--- config.mk ---
export PLATFORM = sky130hd
export DESIGN_NAME = lmc_mode_ctrl
export DESIGN_NICKNAME = d
export VERILOG_FILES = /design/src/inc/lmc_pkg.sv /design/src/rtl/lmc_en_timer.sv /design/src/rtl/lmc_mode_ctrl.sv
export SDC_FILE = /design/constraint.sdc
export NUM_CORES = 1
export LEC_CHECK = 0
export ABC_AREA = 1
export BUFFER_PORTS_ARGS = -buffer_cell sky130_fd_sc_hd__clkbuf_2
export CORE_UTILIZATION = 50
export CTS_CLUSTER_SIZE = 16
export DETAILED_ROUTE_END_ITERATION = 7
export GPL_ROUTABILITY_DRIVEN = 1
export PLACE_DENSITY = 0.77
export SYNTH_ARGS = -nofsm -noshare
export SYNTH_HDL_FRONTEND = slang
export SYNTH_SLANG_ARGS = --single-unit
--- constraint.sdc ---
create_clock -name clock -period 1.3 [get_ports clock]
set_input_delay 0.13 -clock clock [delete_from_list [all_inputs] [get_ports clock]]
set_output_delay 0.13 -clock clock [all_outputs]
set_load 0.02 [all_outputs]
--- src/inc/lmc_pkg.sv ---
// Purpose: Shared constants and types for the single-wire bus transceiver
//          mode control.
// Assumes: 50 MHz system clock.
// Notes:   Enabling time is a plain default, kept as a named figure so
//          it can be retuned in one place.
package lmc_pkg;

	// ----------------------------------------------------------------
	// Mode field encoding
	// ----------------------------------------------------------------
	localparam logic [1:0] MODE_OFF = 2'h0;
	localparam logic [1:0] MODE_WAKE = 2'h1;
	localparam logic [1:0] MODE_RXONLY = 2'h2;
	localparam logic [1:0] MODE_NORMAL = 2'h3;
	localparam logic [1:0] MODE_RESET = MODE_OFF;

	// ----------------------------------------------------------------
	// Chip system modes
	// ----------------------------------------------------------------
	localparam logic [2:0] SYS_INIT = 3'h0;
	localparam logic [2:0] SYS_NORMAL = 3'h1;
	localparam logic [2:0] SYS_STOP = 3'h2;
	localparam logic [2:0] SYS_SLEEP = 3'h3;
	localparam logic [2:0] SYS_RESTART = 3'h4;
	localparam logic [2:0] SYS_FAILSAFE = 3'h5;

	// ----------------------------------------------------------------
	// Timing
	// ----------------------------------------------------------------
	localparam int CLK_MHZ = 50;
	localparam int EN_TIME_US = 10;
	localparam int EN_CYCLES = EN_TIME_US * CLK_MHZ;
	localparam int EN_CW = 10;
	localparam logic [EN_CW-1:0] EN_LAST = EN_CW'(EN_CYCLES - 1);

	typedef enum logic [1:0] {
		TX_IDLE,
		TX_ENABLING,
		TX_WAIT_HIGH,
		TX_ACTIVE
	} lmc_tx_state_t;

endpackage : lmc_pkg

--- src/rtl/lmc_en_timer.sv ---
// Purpose: Enabling interval timer for the transceiver driver.
// Assumes: restart is a level held high while the interval must restart.
// Notes:   done stays high until restart or clear.
`timescale 1ns/1ns
module lmc_en_timer (
	// Clock and reset
	input wire logic clock,
	input wire logic rst_n,
	// Control
	input wire logic restart,
	input wire logic run,
	// Status
	output logic done
);

	logic [lmc_pkg::EN_CW-1:0] cnt_q;
	logic [lmc_pkg::EN_CW-1:0] cnt_d;
	logic done_d;
	logic at_end;

	assign at_end = (cnt_q == lmc_pkg::EN_LAST);
	assign cnt_d = (restart || !run || done) ? '0 : cnt_q + 1'b1;
	assign done_d = run && !restart && (done || at_end);

	always_ff @(posedge clock or negedge rst_n) begin
		if (!rst_n) begin
			cnt_q <= '0;
			done <= 1'b0;
		end else begin
			cnt_q <= cnt_d;
			done <= done_d;
		end
	end

endmodule : lmc_en_timer

--- src/rtl/lmc_mode_ctrl.sv ---
// Purpose: Mode control of a single-wire bus transceiver in a system chip.
// Assumes: Configuration writes arrive as a one-cycle strobe with the mode
//          field; bus and host pins are synchronous to clock.
// Notes:   Analog slope control and the receive filter live elsewhere.
// How it works
// RL1: Power-up starts in off mode with bus activity stopped.
// RL2: Off mode can be selected and honoured in every system mode.
// RL3: In off mode bus wake activity changes nothing.
// RL4: Normal mode works only in normal or stop system mode.
// RL5: Host enables normal mode by a write in normal system mode.
// RL6: Operating mode follows the mode field written by configuration.
// RL7: Driver stays inactive for the enabling interval after normal is chosen.
// RL8: Host keeps transmit input high until the interval has elapsed.
// RL9: Dominant bits starting after the interval are sent, from the first one on.
// RL10: In normal mode the driver follows the transmit input.
// RL11: Receive output shows the received bus level, own bits included.
// RL12: Receive-only mode disables driver, keeps reception, in normal/stop.
// RL13: Wake mode encodes as 01 and still reads 01 after a wake.
// RL14: Enabling timer restarts on entering normal and clears otherwise.
// RL15: Input low at timer expiry keeps the bus recessive until seen high.
`timescale 1ns/1ns
module lmc_mode_ctrl (
	// Clock and reset
	input wire logic clock,
	input wire logic rst_n,
	// Configuration port
	input wire logic cfg_wr,
	input wire logic [1:0] cfg_mode,
	output logic [1:0] transceiver_mode_field,
	// Chip state
	input wire logic [2:0] system_chip_mode,
	// Host pins
	input wire logic bus_transmit_input,
	output logic bus_receive_output,
	// Bus front end
	input wire logic bus_level,
	input wire logic bus_wake_seen,
	output logic bus_drive_dominant,
	output logic wake_flag
);

	// ----------------------------------------------------------------
	// Mode decode
	// ----------------------------------------------------------------
	logic [1:0] mode_q;
	logic [1:0] mode_d;
	logic wake_q;
	logic wake_d;
	logic rx_allowed;
	logic normal_act;
	logic rxonly_act;
	logic wake_act;
	logic en_done;
	logic entering;
	logic normal_prev_q;
	lmc_pkg::lmc_tx_state_t st_q;
	lmc_pkg::lmc_tx_state_t st_d;

	function automatic logic sys_rx_ok(input logic [2:0] s);
		sys_rx_ok = (s == lmc_pkg::SYS_NORMAL) || (s == lmc_pkg::SYS_STOP);
	endfunction : sys_rx_ok

	assign rx_allowed = sys_rx_ok(system_chip_mode); // RL4
	assign mode_d = cfg_wr ? cfg_mode : mode_q; // RL6 RL2
	assign normal_act = (mode_q == lmc_pkg::MODE_NORMAL) && rx_allowed; // RL4
	assign rxonly_act = (mode_q == lmc_pkg::MODE_RXONLY) && rx_allowed; // RL12
	assign wake_act = (mode_q == lmc_pkg::MODE_WAKE); // RL13
	assign entering = normal_act && !normal_prev_q; // RL14
	// A wake counts only in wake mode; the mode field is left untouched.
	assign wake_d = wake_act && (wake_q || bus_wake_seen); // RL3 RL13
	assign transceiver_mode_field = mode_q; // RL13

	always_ff @(posedge clock or negedge rst_n) begin
		if (!rst_n) begin
			mode_q <= lmc_pkg::MODE_RESET; // RL1
			wake_q <= 1'b0;
			normal_prev_q <= 1'b0;
		end else begin
			mode_q <= mode_d;
			wake_q <= wake_d;
			normal_prev_q <= normal_act;
		end
	end

	// ----------------------------------------------------------------
	// Enabling interval
	// ----------------------------------------------------------------
	lmc_en_timer u_timer (
		.clock(clock),
		.rst_n(rst_n),
		.restart(entering),
		.run(normal_act),
		.done(en_done)
	); // RL14 RL7

	// ----------------------------------------------------------------
	// Transmit gate
	// ----------------------------------------------------------------
	// A low input held across expiry is not sent, so a stuck host cannot
	// corrupt the first frame.
	always_comb begin
		st_d = st_q;
		unique case (st_q)
			lmc_pkg::TX_IDLE:
				if (normal_act) st_d = lmc_pkg::TX_ENABLING;
			lmc_pkg::TX_ENABLING:
				if (en_done) begin
					st_d = bus_transmit_input ? lmc_pkg::TX_ACTIVE
						: lmc_pkg::TX_WAIT_HIGH; // RL15 RL9
				end
			lmc_pkg::TX_WAIT_HIGH:
				if (bus_transmit_input) st_d = lmc_pkg::TX_ACTIVE; // RL15
			lmc_pkg::TX_ACTIVE: ;
		endcase
		if (!normal_act || entering) begin
			st_d = normal_act ? lmc_pkg::TX_ENABLING
				: lmc_pkg::TX_IDLE; // RL14
		end
	end

	always_ff @(posedge clock or negedge rst_n) begin
		if (!rst_n) begin
			st_q <= lmc_pkg::TX_IDLE;
			bus_drive_dominant <= 1'b0;
			bus_receive_output <= 1'b1;
			wake_flag <= 1'b0;
		end else begin
			st_q <= st_d;
			bus_drive_dominant <= (st_d == lmc_pkg::TX_ACTIVE)
				&& !bus_transmit_input; // RL10 RL7
			bus_receive_output <= (normal_act || rxonly_act) ? bus_level
				: !wake_d; // RL11 RL3 RL12
			wake_flag <= wake_d;
		end
	end

	// ----------------------------------------------------------------
	// Checks
	// ----------------------------------------------------------------
	property p_off_quiet;
		@(posedge clock) disable iff (!rst_n)
		(mode_q == lmc_pkg::MODE_OFF) |=> !bus_drive_dominant
			&& !wake_flag && bus_receive_output;
	endproperty
	a_off_quiet: assert property (p_off_quiet) else $error("off not quiet"); // RL3

	property p_cfg;
		@(posedge clock) disable iff (!rst_n)
		cfg_wr |=> transceiver_mode_field == $past(cfg_mode);
	endproperty
	a_cfg: assert property (p_cfg) else $error("mode not taken"); // RL6

	property p_sys;
		@(posedge clock) disable iff (!rst_n)
		!rx_allowed |=> !bus_drive_dominant;
	endproperty
	a_sys: assert property (p_sys) else $error("driving in wrong mode"); // RL4

	property p_enable;
		@(posedge clock) disable iff (!rst_n)
		entering |-> !bus_drive_dominant [*8];
	endproperty
	a_enable: assert property (p_enable) else $error("drive too early"); // RL7

	property p_timer;
		@(posedge clock) disable iff (!rst_n)
		entering |-> ##1 !en_done;
	endproperty
	a_timer: assert property (p_timer) else $error("timer not restarted"); // RL14

	property p_hold;
		@(posedge clock) disable iff (!rst_n)
		(st_q == lmc_pkg::TX_WAIT_HIGH) |=> !bus_drive_dominant;
	endproperty
	a_hold: assert property (p_hold) else $error("stuck low sent"); // RL15

	property p_follow;
		@(posedge clock) disable iff (!rst_n)
		(st_q == lmc_pkg::TX_ACTIVE && normal_act && !entering)
			|=> bus_drive_dominant == !$past(bus_transmit_input);
	endproperty
	a_follow: assert property (p_follow) else $error("drive mismatch"); // RL10

	property p_rx;
		@(posedge clock) disable iff (!rst_n)
		(normal_act || rxonly_act) |=> bus_receive_output == $past(bus_level);
	endproperty
	a_rx: assert property (p_rx) else $error("rx mismatch"); // RL11

	property p_rxonly;
		@(posedge clock) disable iff (!rst_n)
		rxonly_act |=> !bus_drive_dominant;
	endproperty
	a_rxonly: assert property (p_rxonly) else $error("rx-only drives"); // RL12

	property p_wake;
		@(posedge clock) disable iff (!rst_n)
		(wake_act && bus_wake_seen && !cfg_wr) |=>
			wake_flag && transceiver_mode_field == lmc_pkg::MODE_WAKE;
	endproperty
	a_wake: assert property (p_wake) else $error("wake lost"); // RL13

	property p_wkrx;
		@(posedge clock) disable iff (!rst_n)
		wake_flag |-> !bus_receive_output;
	endproperty
	a_wkrx: assert property (p_wkrx) else $error("wake not shown"); // RL13

	property p_gate;
		@(posedge clock) disable iff (!rst_n)
		(st_q == lmc_pkg::TX_ENABLING) |=> !bus_drive_dominant;
	endproperty
	a_gate: assert property (p_gate) else $error("drive in enabling"); // RL7

	property p_tclr;
		@(posedge clock) disable iff (!rst_n)
		!normal_act |=> !en_done;
	endproperty
	a_tclr: assert property (p_tclr) else $error("timer kept"); // RL14

	property p_first;
		@(posedge clock) disable iff (!rst_n)
		(st_q == lmc_pkg::TX_WAIT_HIGH && bus_transmit_input && normal_act
			&& !entering) |=> st_q == lmc_pkg::TX_ACTIVE;
	endproperty
	a_first: assert property (p_first) else $error("first bit lost"); // RL9

	property p_keep;
		@(posedge clock) disable iff (!rst_n)
		!cfg_wr |=> $stable(transceiver_mode_field);
	endproperty
	a_keep: assert property (p_keep) else $error("field drifted"); // RL6

endmodule : lmc_mode_ctrl

==> reports/qor.txt <==
leakage = 0.531 nW
Critical Path End Type = flop
share of layout cells above drive strength 1 = 24.3%
Required @ worst endpoint = 1.53 ns
CTS tree = yes
Setup Skew = 0.00734 ns
vias in the first global route = 736
CP Class = flop to flop
Remaining DRCs = 0
Yosys top cell area share = 47.6%
r2r endpoint = u_timer.cnt_q[8]
reg-to-reg slack, setup = 0.13 ns
Area after DPL = 1060 um^2
antenna fix cells = 0
global-route usage over all layers = 19.4%
1st-iter DRT viols = 13
Initial Util = 54.2%
setup TNS = 0 ns
internal power = 0.750 mW
maximum fanout along the worst path = 3
clock power share = 29.2%
Placer Congestion = 0.844
syn_nets = 127
Top delay family on crit path = simple AND/OR/NAND/NOR gates
pin count of the biggest net entering global routing = 20
top cells by area, synth = dfrtp_1, nand2_1, nor2_1
worst path bufs/invs = 0
Tot Pwr = 0.995 mW
Via density = 4.81
cell area after synthesis = 946 um^2
WP depth = 7
Sequential Power Share = 61.8%
Synth area leader = dfrtp_1
Max-cap violations = 0
Comb pwr share = 9.0%
Boundary Pins = 16
Final ANT Viol Nets = 0
Max Freq = 0.854 GHz
drt total wl = 1640 um
CP dominant cell by count = nand2_1
Sink Count = 19
Yosys reg bits = 19
DR WL/cell = 10.2 um
pwr dens = 904 nW/um^2
CP peak stage delay = 0.40 ns
Synth Area per Inst = 8.23 um^2
Mapped Cells = 115
sequential area share after synthesis = 50.4%
total core area = 1750 um^2
switching power = 0.244 mW
number of CTS-inserted buffers = 3
max_slew headroom = 68.8%
Hold Path Sink = bus_receive_output
status = finished, final reports clean
first-pass GRT wire length = 2840 um
initial antenna violation count = 0
reg-to-reg startpoint = u_timer.cnt_q[1]
global route overflow = 0
r2r worst-path depth = 7
clock root buffer = clkbuf_4
count of final hold-check violations = 0
IO buf count = 15
FP Rows = 15
slowest stage cell, crit path = dfrtp_1
P&R area growth vs syn = 16.3%
Total Nets Final = 149
Peak VDD IR = 0.726 mV
Clk pin slew, worst setup/hold paths = 0.11 ns
chip width = 45.5 um
maximum buffer depth of the clock tree = 2
RSZ-0062 raised after global routing = false
crit-path cells = ha_2, nand2_2, nor2_2, nand2_1, nand2_1, nand2_1, nor2_1
Sw Share = 24.6%
Design Area, Final = 1100 um^2
Final Cycle Share = 90.0%
Worst setup SP type = flop
die height = 45.5 um
Worst Hold Class = primary input to flop
Final setup viols = 0
min-delay src = bus_level
Via Count = 775
Filler cells = 155
post-route minimum period = 1.17 ns
synth warn = 0
post-synth cell types = 21
die area = 2070 um^2
First-pass DRT Iterations = 4
HPWL Detailed = 1290 um
Slew Limit Fails = 0
slew at the pin closest to its max-slew limit = 0.468 ns
htree depth = 1
worst-skew pair later-pin latency = 0.29 ns
Worst Path Arrival = 1.40 ns
hold path cells = 3
## stage by stage
stage | std cells | util, % | hold WS [ns] | setup WS, ns
3_3_place_gp | 156 | 60.7 | 0.103 | 0.179
6_report | 161 | 63.0 | 0.0473 | 0.130
4_1_cts | 161 | 62.9 | 0.0409 | 0.0894
3_5_place_dp | 156 | 60.7 | 0.106 | 0.110
5_1_grt | 161 | 63.0 | 0.0601 | 0.0209
2_1_floorplan | 115 | - | -0.166 | 0.190
## how the worst max path moves through the flow
| stage | start | to |
|---|---|---|
| 2_1_floorplan | u_timer.cnt_q[0] | u_timer.cnt_q[8] |
| 3_3_place_gp | u_timer.cnt_q[1] | u_timer.cnt_q[8] |
| 3_5_place_dp | u_timer.cnt_q[1] | u_timer.done |
| 4_1_cts | u_timer.cnt_q[1] | u_timer.cnt_q[8] |
| 5_1_grt | u_timer.cnt_q[1] | u_timer.cnt_q[6] |
| 6_report | u_timer.cnt_q[1] | u_timer.cnt_q[8] |
## state kept, by name (all words and copies together), names as in the netlist
register,cells
normal_prev_q,1
wake_flag,1
st_q,2
transceiver_mode_field,2
bus_receive_output,1
u_timer.cnt_q,10
bus_drive_dominant,1
u_timer.done,1
## cell type report
type                       instances  area [um^2]  share of cell area (%)
clock buffer                       3         22.5                    2.05
inverter                          20         75.1                    6.83
multi-input combinational         76          397                    36.1
clock inverter                     1         5.00                   0.455
tap                               25         31.3                    2.84
timing repair buffer              17         92.6                    8.42
sequential                        19          477                    43.3
## synthesized netlist by cell type
library cell  number
nand2_1           26
nand3_2            1
xnor2_1            3
inv_1             17
xor2_1             1
o211ai_1           1
a21oi_1            2
nand3_1            8
ha_1               1
nand4_1            3
dfrtp_1           18
nand4_4            1
nor2_4             2
nor2_2             3
o21ai_0            2
and3_1             1
nor2_1            19
nand2_2            2
inv_2              2
dfstp_2            1
clkinv_1           1
## power by group through the flow
stage | logic, mW | registers (mW) | clock network (mW)
global route | 0.100 | 0.617 | 0.325
detailed placement | 0.0881 | 0.626 | 0
CTS | 0.0905 | 0.615 | 0.302
floorplan | 0.0283 | 0.639 | 0
global placement | 0.0849 | 0.625 | 0
finish | 0.0893 | 0.615 | 0.290
## routing by layer
metal  vias up  routed length [um]  GRT usage [%]
met4         0                  21           9.09
met5         -                   0              0
met2        17                 849           34.0
met3         2                  49           2.38
li1        394                   -              -
met1       362                 724           23.3
## tightest hold or removal path, stage by stage
cell and delay (ns):
clkbuf_2 0.08, nor2_1 0.09, nor2_1 0.04
## cell usage in the layout (no fill, tap or decap), drive strengths merged
master and count:
nand2 28, dlygate4sd3 1, ha 1, o21ai 2, nand3 9, inv 19
clkinv 2, nand4 4, a21oi 2, buf 1, o211ai 1, xor2 1
dfstp 1, and3 1, xnor2 3, clkbuf 18, nor2 24, dfrtp 18
## cell families (layout without fill, tap and decap cells)
family / count (synthesis) / in the layout / share of synthesized area, %
adder cells (fa/ha/maj): 1 / 1 / 1.32
AO/OA/AOI/OAI: 5 / 5 / 2.91
XOR/XNOR: 4 / 4 / 3.70
AND/OR/NAND/NOR: 66 / 66 / 33.7
flip-flops: 19 / 19 / 50.4
buffers and inverters: 20 / 41 / 7.94
## what timing repair did
item                       4_1_cts  5_1_grt
setup endpoints to repair        0        1
hold endpoints to repair        18        0
resized for setup                0        1
hold buffers                     1        0
setup buffers                    0        0
(Power assumes the default switching activity.)
